### config.mk
export PLATFORM = sky130hd
export DESIGN_NAME = slm_line_ctrl
export DESIGN_NICKNAME = d
export VERILOG_FILES = /design/src/rtl/slm_pkg.sv /design/src/rtl/slm_line_ctrl.sv /design/src/rtl/slm_mode_decode.sv
export SDC_FILE = /design/constraint.sdc
export NUM_CORES = 1
export LEC_CHECK = 0
export BUFFER_PORTS_ARGS = -buffer_cell sky130_fd_sc_hd__buf_4
export CORE_MARGIN = 4
export CORE_UTILIZATION = 46
export DETAILED_ROUTE_END_ITERATION = 16
export PLACE_DENSITY = 0.8
export SKIP_LAST_GASP = 1
export SLEW_MARGIN = 15
export SYNTH_ARGS = -nofsm -noshare
export SYNTH_HDL_FRONTEND = slang
export SYNTH_SLANG_ARGS = --single-unit
### constraint.sdc
create_clock -name clk -period 1.3 [get_ports clk]
set_input_delay 0.065 -clock clk [delete_from_list [all_inputs] [get_ports clk]]
set_output_delay 0.065 -clock clk [all_outputs]
set_load 0.02 [all_outputs]
### src/rtl/slm_pkg.sv
`default_nettype none
package slm_pkg;
  localparam logic [7:0]  SLM_ADDR_CFG   = 8'h0C;
  localparam logic [7:0]  SLM_ADDR_STAT  = 8'h10;
  localparam logic [31:0] SLM_CFG_RESET  = 32'h0000_0000;
  localparam int SLM_B_SOC1 = 29;
  localparam int SLM_B_SOC0 = 28;
  localparam int SLM_B_ICD  = 22;
  localparam int SLM_B_RTS  = 20;
  localparam int SLM_B_RTS_FLOW_CONTROL_ENABLE = 19;
  localparam int SLM_B_CTS_GATING_DISABLE = 18;
  localparam int SLM_B_CAS  = 17;
  localparam int SLM_B_MDS1 = 15;
  localparam int SLM_B_MDS0 = 14;
  localparam int SLM_B_ADM  = 13;
  localparam int SLM_B_NRM  = 12;
  localparam int SLM_B_PPP1 = 11;
  localparam int SLM_B_PPP0 = 10;
  localparam int SLM_B_SYNC_CHAR_LENGTH = 11;
  localparam int SLM_B_DUAL = 10;
  localparam int SLM_B_MCS  = 9;
  localparam int SLM_B_TLP  = 8;
  localparam logic [31:0] SLM_CFG_MASK = 32'h307E_FF00;
  localparam logic [2:0]  SLM_CLK_MODE1 = 3'h1;
  localparam logic [2:0]  SLM_CLK_MODE4 = 3'h4;
  localparam logic [2:0]  SLM_CLK_MODE5 = 3'h5;

  typedef enum logic [1:0] {SLM_PROTO_HDLC, SLM_PROTO_ASYNC, SLM_PROTO_BISYNC} slm_proto_type;
  typedef enum logic [2:0] {SLM_SUB_AUTO, SLM_SUB_NONAUTO, SLM_SUB_ADDR, SLM_SUB_TRANSP,
                            SLM_SUB_PPP_OCTET, SLM_SUB_PPP_ASYNC, SLM_SUB_PPP_BIT} slm_sub_type;

  typedef struct packed {
    slm_sub_type submode;
    logic        addr16;
    logic        addr_recog;
    logic        half_duplex;
    logic        modulo128;
    logic        sync_len8;
    logic        dual_sync;
    logic        sync_bits16;
  } slm_mode_type;

  typedef struct packed {
    logic tx_active;
    logic rx_active;
    logic txfifo_has_data;
    logic rx_shadow_empty;
    logic rx_at_threshold;
    logic byte_boundary;
  } slm_line_type;
endpackage : slm_pkg
`default_nettype wire

### src/rtl/slm_line_ctrl.sv
`default_nettype none
module slm_line_ctrl
  import slm_pkg::*;
(
  input  wire logic          clk,
  input  wire logic          nrst,
  input  wire logic [7:0]    reg_addr,
  input  wire logic [31:0]   reg_wdata,
  input  wire logic          reg_wr,
  input  wire logic          reg_rd,
  output logic [31:0]        reg_rdata,
  input  wire slm_proto_type proto,
  input  wire logic [2:0]    clock_mode,
  input  wire logic          high_speed,
  input  wire logic          bus_config,
  input  wire slm_line_type  line,
  input  wire logic          cts_n,
  input  wire logic          cd_pin,
  input  wire logic          rxd_pin,
  input  wire logic          tx_bit,
  output logic               rts_n,
  output logic               tx_enable,
  output logic               rx_enable,
  output logic               cd_strobe,
  output logic               rx_bit,
  output logic               txd_out,
  output slm_mode_type       mode
);
  // ============================================================
  // State.
  typedef struct packed {
    logic [31:0] cfg;
    logic [31:0] rdata;
    logic        rts_n;
    logic        tx_run;
    logic        rx_en;
    logic        cd_strobe;
    logic        rx_bit;
    logic        txd;
  } slm_state_type;

  slm_state_type s_q;
  slm_state_type s_d;

  function automatic logic cd_active(input logic pin, input logic inv);
    cd_active = pin ^ inv;
  endfunction : cd_active

  logic       char_mode;
  logic       flow_rts;
  logic       sw_rts;
  logic [1:0] soc;

  // ============================================================
  // Next state.
  always_comb begin
    s_d       = s_q;
    char_mode = (proto != SLM_PROTO_HDLC) || (mode.submode == SLM_SUB_PPP_ASYNC);
    sw_rts    = s_q.cfg[SLM_B_RTS] & ~high_speed;
    flow_rts  = s_q.cfg[SLM_B_RTS_FLOW_CONTROL_ENABLE];
    soc       = {s_q.cfg[SLM_B_SOC1], s_q.cfg[SLM_B_SOC0]};

    if (reg_wr && reg_addr == SLM_ADDR_CFG) begin
      s_d.cfg = reg_wdata & SLM_CFG_MASK;
    end
    s_d.rdata = 32'h0000_0000;
    if (reg_rd) begin
      case (reg_addr)
        SLM_ADDR_CFG:  s_d.rdata = s_q.cfg;
        SLM_ADDR_STAT: s_d.rdata = {26'h0, s_q.txd, s_q.rx_bit, s_q.cd_strobe, s_q.rx_en, s_q.tx_run, s_q.rts_n};
        default:       s_d.rdata = 32'h0000_0000;
      endcase
    end

    // RTS output selection.
    if (proto == SLM_PROTO_HDLC) begin
      if (sw_rts) begin
        s_d.rts_n = 1'b0;
      end else if (bus_config) begin
        case (soc)
          2'b10:   s_d.rts_n = 1'b1;
          2'b11:   s_d.rts_n = ~line.rx_active;
          default: s_d.rts_n = ~line.tx_active;
        endcase
      end else begin
        s_d.rts_n = ~line.tx_active;
      end
    end else begin
      if (sw_rts) begin
        s_d.rts_n = flow_rts;
      end else if (flow_rts) begin
        if (line.rx_shadow_empty) begin
          s_d.rts_n = 1'b0;
        end else if (line.rx_at_threshold) begin
          s_d.rts_n = 1'b1;
        end
      end else begin
        s_d.rts_n = ~line.txfifo_has_data;
      end
    end

    // Transmit gating; character modes stop only at a byte boundary.
    if (s_q.cfg[SLM_B_CTS_GATING_DISABLE] || high_speed || !cts_n) begin
      s_d.tx_run = 1'b1;
    end else if (!char_mode || line.byte_boundary || !s_q.tx_run) begin
      s_d.tx_run = 1'b0;
    end

    // Carrier detect use.
    s_d.cd_strobe = 1'b0;
    if (s_q.cfg[SLM_B_CAS]) begin
      s_d.rx_en = cd_active(cd_pin, s_q.cfg[SLM_B_ICD]);
    end else begin
      s_d.rx_en = 1'b1;
      if (clock_mode == SLM_CLK_MODE1 || clock_mode == SLM_CLK_MODE4) begin
        s_d.cd_strobe = cd_active(cd_pin, s_q.cfg[SLM_B_ICD]);
      end
    end

    // Loopback just inside the pins.
    s_d.txd    = tx_bit;
    s_d.rx_bit = s_q.cfg[SLM_B_TLP] ? tx_bit : rxd_pin;
  end

  // ============================================================
  // Registers.
  always_ff @(posedge clk or negedge nrst) begin
    if (!nrst) begin
      s_q       <= '0;
      s_q.cfg   <= SLM_CFG_RESET;
      s_q.rts_n <= 1'b1;
    end else begin
      s_q <= s_d;
    end
  end

  slm_mode_decode u_dec (
    .clk  (clk),
    .nrst (nrst),
    .cfg  (s_q.cfg),
    .mode (mode)
  );

  assign reg_rdata = s_q.rdata;
  assign rts_n     = s_q.rts_n;
  assign tx_enable = s_q.tx_run;
  assign rx_enable = s_q.rx_en;
  assign cd_strobe = s_q.cd_strobe;
  assign rx_bit    = s_q.rx_bit;
  assign txd_out   = s_q.txd;

  // ============================================================
  // Checks.
  property p_hdlc_sw_rts;
    @(posedge clk) disable iff (!nrst)
      (proto == SLM_PROTO_HDLC && s_q.cfg[SLM_B_RTS] && !high_speed) |=> !rts_n;
  endproperty
  a_hdlc_sw_rts: assert property (p_hdlc_sw_rts) else $error("rts not forced low");

  property p_hdlc_auto;
    @(posedge clk) disable iff (!nrst)
      (proto == SLM_PROTO_HDLC && !sw_rts && !bus_config) |=> rts_n == !$past(line.tx_active);
  endproperty
  a_hdlc_auto: assert property (p_hdlc_auto) else $error("rts not following transmit");

  property p_soc_idle;
    @(posedge clk) disable iff (!nrst)
      (proto == SLM_PROTO_HDLC && !sw_rts && bus_config && soc == 2'b10) |=> rts_n;
  endproperty
  a_soc_idle: assert property (p_soc_idle) else $error("rts not idle");

  property p_async_force;
    @(posedge clk) disable iff (!nrst)
      (proto != SLM_PROTO_HDLC && sw_rts) |=> rts_n == $past(flow_rts);
  endproperty
  a_async_force: assert property (p_async_force) else $error("forced rts wrong");

  property p_async_fifo;
    @(posedge clk) disable iff (!nrst)
      (proto != SLM_PROTO_HDLC && !sw_rts && !flow_rts && line.txfifo_has_data) |=> !rts_n;
  endproperty
  a_async_fifo: assert property (p_async_fifo) else $error("rts not low with tx data");

  property p_flow_empty;
    @(posedge clk) disable iff (!nrst)
      (proto != SLM_PROTO_HDLC && !sw_rts && flow_rts && line.rx_shadow_empty) |=> !rts_n;
  endproperty
  a_flow_empty: assert property (p_flow_empty) else $error("flow rts not low");

  property p_cts_halt;
    @(posedge clk) disable iff (!nrst)
      (cts_n && !s_q.cfg[SLM_B_CTS_GATING_DISABLE] && !high_speed && !char_mode) |=> !tx_enable;
  endproperty
  a_cts_halt: assert property (p_cts_halt) else $error("transmitter not halted");

  property p_cas_gate;
    @(posedge clk) disable iff (!nrst)
      s_q.cfg[SLM_B_CAS] |=> rx_enable == ($past(cd_pin) ^ $past(s_q.cfg[SLM_B_ICD]));
  endproperty
  a_cas_gate: assert property (p_cas_gate) else $error("receiver not gated by carrier");

  property p_loop;
    @(posedge clk) disable iff (!nrst)
      s_q.cfg[SLM_B_TLP] |=> rx_bit == $past(tx_bit) && txd_out == $past(tx_bit);
  endproperty
  a_loop: assert property (p_loop) else $error("loopback path wrong");
endmodule : slm_line_ctrl
`default_nettype wire

### src/rtl/slm_mode_decode.sv
`default_nettype none
module slm_mode_decode
  import slm_pkg::*;
(
  input  wire logic          clk,
  input  wire logic          nrst,
  input  wire logic [31:0]   cfg,
  output slm_mode_type       mode
);
  // ============================================================
  // Mode decode registered so every consumer sees one settled view.
  slm_mode_type s_q;
  slm_mode_type s_d;
  logic [1:0]   hdlc_submode_select;
  logic [1:0]   ppp;

  always_comb begin
    hdlc_submode_select = {cfg[SLM_B_MDS1], cfg[SLM_B_MDS0]};
    ppp = {cfg[SLM_B_PPP1], cfg[SLM_B_PPP0]};
    s_d = '0;
    case (ppp)
      2'b01: s_d.submode = SLM_SUB_PPP_OCTET;
      2'b10: s_d.submode = SLM_SUB_PPP_ASYNC;
      2'b11: s_d.submode = SLM_SUB_PPP_BIT;
      default: begin
        case (hdlc_submode_select)
          2'b00: s_d.submode = SLM_SUB_AUTO;
          2'b01: s_d.submode = SLM_SUB_NONAUTO;
          2'b10: s_d.submode = SLM_SUB_ADDR;
          default: s_d.submode = SLM_SUB_TRANSP;
        endcase
      end
    endcase
    s_d.addr16      = (s_d.submode == SLM_SUB_AUTO || s_d.submode == SLM_SUB_NONAUTO) && cfg[SLM_B_ADM];
    s_d.addr_recog  = (s_d.submode == SLM_SUB_ADDR) && cfg[SLM_B_ADM];
    s_d.half_duplex = (s_d.submode == SLM_SUB_AUTO) && cfg[SLM_B_NRM];
    s_d.modulo128   = (s_d.submode == SLM_SUB_AUTO) && cfg[SLM_B_MCS];
    s_d.sync_len8   = cfg[SLM_B_SYNC_CHAR_LENGTH];
    s_d.dual_sync   = cfg[SLM_B_DUAL];
    s_d.sync_bits16 = cfg[SLM_B_DUAL] & cfg[SLM_B_SYNC_CHAR_LENGTH];
  end

  always_ff @(posedge clk or negedge nrst) begin
    if (!nrst) begin
      s_q <= '0;
    end else begin
      s_q <= s_d;
    end
  end

  assign mode = s_q;

  property p_modulo_auto_only;
    @(posedge clk) disable iff (!nrst)
      mode.modulo128 |-> mode.submode == SLM_SUB_AUTO;
  endproperty
  a_modulo_auto_only: assert property (p_modulo_auto_only) else $error("modulo 128 outside automode");

  property p_ppp_overrides;
    @(posedge clk) disable iff (!nrst)
      $past(cfg[SLM_B_PPP1] | cfg[SLM_B_PPP0]) |-> mode.submode inside {SLM_SUB_PPP_OCTET,
        SLM_SUB_PPP_ASYNC, SLM_SUB_PPP_BIT};
  endproperty
  a_ppp_overrides: assert property (p_ppp_overrides) else $error("submode not overridden by ppp");
endmodule : slm_mode_decode
`default_nettype wire

# After elaboration in Yosys (flattened, before gate mapping)

Cells that the tools add are included.

Eq/ne operators: 15
Muxes and demuxes: 18
Bitwise operators: 7
Reduce and logical (&&, ||, !) cells: 20

Operators by type and width:

| operator                                            | count |
|---|---|
| case mux 30 bit (2 select lines)                    | 1 |
| 2-to-1 mux 32 bit                                   | 1 |
| 2-to-1 mux 1 bit                                    | 13 |
| equality test 2 bit, second input constant          | 5 |
| case mux 3 bit (3 select lines)                     | 1 |
| equality test 8 x 4 -> 1 bit, second input constant | 1 |
| equality test 8 x 5 -> 1 bit, second input constant | 1 |
| logical OR 1 bit                                    | 7 |
| equality test 3 x 1 -> 1 bit, second input constant | 2 |
| equality test 3 bit, second input constant          | 2 |
| case mux 2 bit (3 select lines)                     | 1 |
| logical AND 1 bit                                   | 5 |
| != test 5 x 3 -> 1 bit, second input constant       | 1 |
| equality test 2 x 1 -> 1 bit, second input constant | 2 |
| logical NOT 2 bit                                   | 2 |
| inverter 1 bit                                      | 4 |
| nonzero test 2 bit                                  | 2 |
| equality test 3 x 2 -> 1 bit, second input constant | 1 |
| logical NOT 1 bit                                   | 3 |
| logical NOT 3 bit                                   | 1 |
| bitwise AND 1 bit                                   | 2 |
| case mux 1 bit (2 select lines)                     | 1 |
| XOR 1 bit                                           | 1 |

Register bits: 64
Input bits: 61
Logic and storage cells: 76

# Logic depth before layout (Yosys ltp)

Gate-level depths: netlist (run 1).

Depth after elaboration: 7
Mapped depth: 4
Depth with buffers taken out: 3

# Modules after synthesis

A second synthesis (run 1) with hierarchy kept.

Cells, all modules: 166
Area total of the unflattened synthesis: 2,264.7 µm²

By module, submodules not included:

| module          | times used | cells each | area each (µm²) | sequential area each (µm²) |
|---|---|---|---|---|
| slm_line_ctrl   | 1          | 144        | 1,938.1         | 1,102.3 |
| slm_mode_decode | 1          | 22         | 326.6           | 250.2 |

# Least setup slack after synthesis (run 1)

OpenSTA, ideal clock, no wires.

Path type: input to register
Start: input port reg_addr[0]
End: register, netlist name flow_rts
Setup time: 0.125 ns
Arrival: 0.989 ns
Required time: 1.175 ns
Slack: 0.185 ns
Stages: 4
Cells stage by stage: nor4b_4 nand3_4 buf_6 mux2_4

Longest elaborated chain between the ends: 2

RTL lines:

| item                         | RTL line            | source |
|---|---|---|
| start: declaration           | slm_line_ctrl.sv:7  | `input wire logic [7:0] reg_addr,` |
| equality test 8 x 4 -> 1 bit | slm_line_ctrl.sv:63 | `if (reg_wr && reg_addr == SLM_ADDR_CFG) begin` |
| logical AND 1 bit            | slm_line_ctrl.sv:63 |  |

Every way passes these cells.
A chain may end at the register's enable or synchronous reset.

# Worst setup path in the final report (run 1)

Start: register, netlist name s_q[67]
End: register, netlist name rts_n

Longest elaborated chain between the ends: 5

RTL lines:

| item                                | RTL line            | source |
|---|---|---|
| equality test 2 bit                 | slm_line_ctrl.sv:80 | `case (soc)` |
| case mux 1 bit (2 select lines) (*) | slm_line_ctrl.sv:80 |  |
| 2-to-1 mux 1 bit (*)                | slm_line_ctrl.sv:79 | `end else if (bus_config) begin` |
| 2-to-1 mux 1 bit (*)                | slm_line_ctrl.sv:77 | `if (sw_rts) begin` |
| 2-to-1 mux 1 bit (*)                | slm_line_ctrl.sv:76 | `if (proto == SLM_PROTO_HDLC) begin` |

Mark *: on every way between the ends. The rest lies on a longest branch, timed or not.

==> impl_metrics.py, run 1 <==
metrics = {
    "outcome": {
        "status": "completed",
    },
    "setup_path": {
        "critPathKind": "reg -> reg",
        "slowest_stage": "dfrtp_1",
        "critPathTopFamily": "compound AO/OA/AOI/OAI gates",
        "critPathRequiredTime_ns": 1.55,
        "reg2reg_depth": 3,
        "arrival_ns": 1.41,
        "r2r_end": "rts_n",
        "path_buf_inv": 0,
        "timing.rr.start": "s_q[67]",
        "cp.depth": 3,
        "crit_chain": "and4_1 -> a2111oi_2 -> a31o_2",
        "end_kind": "flop",
        "ff2ff_setup_slack_ns": 0.14,
        "critPathMaxStageDelay_ns": 0.42,
        "start_kind": "flop",
        "crit_path_max_fanout": 4,
    },
    "global_routing": {
        "grt_pass1_wl_mm": 7.33,
        "grt_usage_pct": 15.7,
        "grt_pass1_vias": 1452,
        "antenna_found_initial": 0,
        "grt_max_degree": 55,
        "gr-total-overflow": 0,
    },
    "detailed_routing": {
        "vias": 1405,
        "drt_wl_total_mm": 4.43,
        "vias_per_cell": 4.35,
        "ant_nets": 0,
        "firstDrtPassIters": 4,
        "drc": 0,
        "routedWlPerCell_um": 13.7,
        "detail_route.iter0.violations": 48,
    },
    "min_path": {
        "hp-start": "line[0]",
        "hp-class": "in -> reg",
        "holdPathStages": 2,
        "hold_path_end": "tx_enable",
    },
    "pwr": {
        "ir_worst_vdd_mv": 0.741,
        "p_int_uw": 2770,
        "combPwrFrac_pct": 11.2,
        "clkPwrFrac_pct": 38.3,
        "cellPowerDensity_nw_per_um2": 1110,
        "pwr-share-seq_pct": 50.5,
        "switching_share_pct": 20.8,
        "p_leak_uw": 0.00167,
        "p_sw_uw": 724,
    },
    "cts": {
        "cts_tree": "done",
        "clkTransAtPathRegs_ns": 0.09,
        "cts.sinks": 54,
        "cts_buffers": 5,
        "root_buffer": "clkbuf_8",
        "htreeDepth": 2,
        "clkLatencyLatePin_ns": 0.30,
        "clk_path_buf_depth": 2,
        "post_cts.repair.setup_buffers": 0,
    },
    "finish": {
        "final_util_pct": 66.4,
        "drive_above_1_share_pct": 46.1,
        "area_growth_pct": 39.5,
        "antenna_cells": 0,
        "finalNetCount": 316,
        "fillCellCount": 374,
        "postLayoutCellArea_um2": 3160,
    },
    "sta": {
        "fmaxAchievable_ghz": 0.860,
        "setup_ws_ns": 0.138,
        "holdWs_ns": 0.00513,
        "period_needed_ns": 1.16,
        "max_slew_margin_pct": 55.2,
        "tightestPinTransition_ns": 0.671,
        "maxSlewViolCount": 0,
        "min_period_over_period_pct": 89.4,
        "setup_viol": 0,
        "rsz0062_at_grt": "no",
        "hold_viol": 0,
        "fin_tns_setup_ns": 0,
        "fin_skew_ns": 0.00653,
    },
    "floorplanning": {
        "initial_core_util_pct": 47.6,
        "core-area_um2": 4750,
        "fp-row-count": 25,
        "die_h_um": 78.1,
        "ioPinCount": 109,
        "die_w_um": 78.1,
        "dieArea_um2": 6100,
    },
    "logic_synthesis": {
        "synth_top_area_cell": "dfrtp_1",
        "synth_compound_area_share_pct": 2.43,
        "synth_edf_count": 0,
        "yosysMostFrequentCell": "dfrtp_1",
        "synth-simple-area-share_pct": 14.9,
        "ys_seq_elements": 54,
        "synthAdderAreaFrac_pct": 0,
        "ys.flop_type": "dfrtp_1",
        "ys_types": 31,
        "syn-cell-area_um2": 2260,
        "synth_top_family_by_area": "simple AND/OR/NAND/NOR gates",
        "synth.area.top_cells": "dfrtp_1 (59%), buf_4 (11%), and2_1 (6.6%)",
        "syn_area_per_cell_um2": 13.6,
        "ys_top_cells_by_count": "dfrtp_1 (53), buf_4 (32), and2_1 (24)",
        "yosysTopAreaCellShare_pct": 58.6,
        "synth-xor-area-share_pct": 0.774,
        "async_reset_ff_share_pct": 100,
        "yosys_warnings": 0,
        "synthMuxAreaShare_pct": 10.1,
        "syn_inst": 166,
        "synth-seq-area-share_pct": 59.8,
    },
    "place": {
        "portBuffers": 82,
        "place_ws_ns": -0.000889,
        "post-dp-hpwl_mm": 3.13,
        "place_area_um2": 2790,
        "place.gp.congestion": 0.730,
    },
    "flow_run": {
        "maxCapViolations": 0,
    },
}
kinds of logic (layout without fill, tap and decap cells):
family / Yosys count / in the layout
buffers and inverters: 37 / 118
XOR/XNOR: 2 / 2
flip-flops: 54 / 54
other: 1 / 10
AO/OA/AOI/OAI: 7 / 7
AND/OR/NAND/NOR: 48 / 48
multiplexers: 17 / 17
worst max path at each step:
| stage | start | endpoint | slack [ns] |
|---|---|---|---|
| after floorplan | reg_addr[0] | flow_rts | 0.19 |
| after global placement | reg_addr[0] | reg_rdata[3] | 0.03 |
| after detailed placement | reg_addr[0] | reg_rdata[5] | -0.0009 |
| after CTS | s_q[67] | rts_n | 0.06 |
| after global routing | s_q[67] | rts_n | 0.07 |
| final | s_q[67] | rts_n | 0.14 |
stage by stage:
step,total power (uW),cells
6_report,3490,323
3_5_place_dp,2140,293
5_1_grt,3640,323
4_1_cts,3520,323
3_3_place_gp,2130,293
2_1_floorplan,1950,175
routing by layer:
metal	global-route usage, %	up-vias	share of wire, %
li1	-	687	-
met5	0	-	0
met3	4.47	4	7.6
met1	18.7	658	39
met2	27.7	56	52
met4	4.20	0	0.81
sequential cells by signal (all words and copies together) (netlist names):
signal / flops
s_q: 15
u_dec.mode: 10
flow_rts: 1
txd_out: 1
reg_rdata: 22
rx_enable: 1
tx_enable: 1
rts_n: 1
rx_bit: 1
cd_strobe: 1
final cells by class:
cell class	count	area [um2]	share of cell area (%)
inverter	3	11.3	0.357
multi-input combinational	84	682	21.6
tap	67	83.8	2.66
sequential	54	1350	42.9
timing repair buffer	107	883	28.0
clock inverter	2	60.1	1.90
clock buffer	6	82.6	2.62
cells in the final DEF (no fill, tap or decap), types with 2 or more instances in the layout:
master          n
nor2_1          5
conb_1         10
inv_1           3
bufinv_16       2
buf_4          83
nor4b_4         2
clkbuf_8        6
buf_12          2
nand2_1         4
dlygate4sd3_1  22
o21bai_1        2
xnor2_1         2
and2_1         24
mux2_4         10
dfrtp_1        53
mux2_2          7
nor4_1          3
power groups by stage:
| stage | clock network (uW) | logic (uW) | registers, uW |
|---|---|---|---|
| finish | 1340 | 392 | 1760 |
| global route | 1440 | 428 | 1770 |
| floorplan | 0 | 128 | 1820 |
| detailed placement | 0 | 341 | 1800 |
| global placement | 0 | 334 | 1790 |
| CTS | 1360 | 394 | 1760 |
repair_timing:
item | CTS | global route
endpoints found under the setup margin | 0 | 1
endpoints found under the hold margin | 74 | 0
hold buffers | 22 | 0
resized for setup | 0 | 2
No activity file was read; power rests on OpenSTA's default activity.
==> run 2, diff against run 1 <==
Settings changed: PLACE_DENSITY 0.8 to 0.76, REMOVE_ABC_BUFFERS from default to 1, SKIP_LAST_GASP 1 to default.
==> run 2 against run 1 <==
  * Core utilization fell by 0.89 points
  * Critical path type unchanged
  * First-iteration DRC count increased by 27%
  * Flip-flop and latch count is the same
  * Cell area decreased by 1.3%
  * Fmax down 0.60%
  * Count of clock-buffer cells in the layout is the same
  * Sequential power about the same
  * Via count up 4.7%
  * Non-clock buffer count shrank 1
==> impl_metrics.py, run 2 (synthesis results as in run 1) <==
metrics = {
    "sta": {
        "fmaxAchievable_ghz": 0.855,
        "period_needed_ns": 1.17,
        "fin_tns_setup_ns": 0,
        "rsz0062_at_grt": "no",
        "min_period_over_period_pct": 89.9,
        "fin_skew_ns": 0.00517,
        "hold_viol": 0,
        "maxSlewViolCount": 0,
        "setup_viol": 0,
        "setup_ws_ns": 0.131,
        "max_slew_margin_pct": 55.3,
        "tightestPinTransition_ns": 0.670,
    },
    "place": {
        "place.gp.congestion": 0.789,
        "place_area_um2": 2790,
        "place_ws_ns": 0.0142,
        "portBuffers": 82,
        "post-dp-hpwl_mm": 3.20,
    },
    "floorplanning": {
        "fp-row-count": 25,
        "initial_core_util_pct": 47.6,
        "core-area_um2": 4750,
        "die_w_um": 78.1,
        "die_h_um": 78.1,
        "ioPinCount": 109,
        "dieArea_um2": 6100,
    },
    "setup_path": {
        "r2r_end": "rts_n",
        "timing.rr.start": "s_q[67]",
        "critPathRequiredTime_ns": 1.55,
        "critPathKind": "reg -> reg",
        "reg2reg_depth": 3,
        "critPathTopFamily": "compound AO/OA/AOI/OAI gates",
        "start_kind": "flop",
        "arrival_ns": 1.42,
        "critPathMaxStageDelay_ns": 0.41,
        "ff2ff_setup_slack_ns": 0.13,
        "path_buf_inv": 0,
        "end_kind": "flop",
        "crit_chain": "and4_1 -> a2111oi_2 -> a31o_2",
        "slowest_stage": "dfrtp_1",
        "crit_path_max_fanout": 4,
    },
    "cts": {
        "htreeDepth": 2,
        "cts_buffers": 5,
        "post_cts.repair.setup_buffers": 0,
        "cts_tree": "done",
        "cts.sinks": 54,
        "clkTransAtPathRegs_ns": 0.09,
        "clk_path_buf_depth": 2,
        "root_buffer": "clkbuf_8",
        "clkLatencyLatePin_ns": 0.30,
    },
    "finish": {
        "mostFrequentLayoutCell": "buf_4",
        "antenna_cells": 0,
        "area_growth_pct": 37.6,
        "postLayoutCellArea_um2": 3110,
        "largest_reg_flops": 22,
        "drive_above_1_share_pct": 45.9,
        "final_util_pct": 65.5,
        "layout_common_cells": "buf_4 (83), dfrtp_1 (53), and2_1 (24)",
        "finalNetCount": 315,
    },
    "min_path": {
        "hp-start": "cts_n",
        "hold_path_end": "tx_enable",
        "hp-class": "in -> reg",
        "holdPathStages": 2,
    },
    "global_routing": {
        "grt_pass1_vias": 1561,
        "grt_usage_pct": 16.9,
        "antenna_found_initial": 0,
        "gr-total-overflow": 0,
        "grt_pass1_wl_mm": 7.82,
        "grt_max_degree": 55,
    },
    "detailed_routing": {
        "ant_nets": 0,
        "drc": 0,
        "drt_wl_total_mm": 4.69,
        "routedWlPerCell_um": 14.6,
        "vias_per_cell": 4.57,
        "vias": 1471,
        "firstDrtPassIters": 4,
        "detail_route.iter0.violations": 61,
    },
    "outcome": {
        "status": "completed",
    },
    "pwr": {
        "fin_total_pwr_uw": 3240,
        "ir_worst_vdd_mv": 0.594,
        "p_leak_uw": 0.00164,
        "cellPowerDensity_nw_per_um2": 1040,
    },
    "flow_run": {
        "maxCapViolations": 0,
    },
}
[run 2: worst max-delay path by stage]
stage | startpoint | end | cells after the start
after floorplan | reg_addr[0] | flow_rts | 3
after global placement | reg_addr[0] | reg_rdata[4] | 4
after detailed placement | reg_addr[0] | reg_rdata[2] | 4
after CTS | s_q[67] | rts_n | 3
after global routing | s_q[67] | rts_n | 3
final | s_q[67] | rts_n | 3
[run 2: power breakdown]
| part | switching [uW] | internal (uW) |
|---|---|---|
| logic | 178 | 215 |
| clock network | 508 | 574 |
| registers | 32.4 | 1730 |
[run 2: area by class of cell]
type | instances | area (um2)
Inverter | 3 | 11.3
Clock buffer | 6 | 72.6
Clock inverter | 2 | 37.5
Multi-Input combinational cell | 84 | 682
Fill cell | 369 | 1640
Timing Repair Buffer | 106 | 873
Sequential cell | 54 | 1350
Tap cell | 67 | 83.8
[run 2: routing by layer]
layer	global-route usage (%)	wire [um]
met4	7.69	89
met1	19.7	1790
met5	0	0
met2	28.5	2400
met3	5.39	407
[run 2: repair_timing]
action / CTS / global route
hold endpoints to repair: 73 / 0
hold buffers: 21 / 0
resized for setup: 0 / 2
endpoints found under the setup margin: 0 / 1
[run 2: through the flow]
step / hold WS [ns] / instances
after floorplan: -0.231 / 141
after global placement: 0.136 / 293
after detailed placement: 0.139 / 293
after CTS: 0.00436 / 322
after global routing: 0.0115 / 322
final: 0.0116 / 322
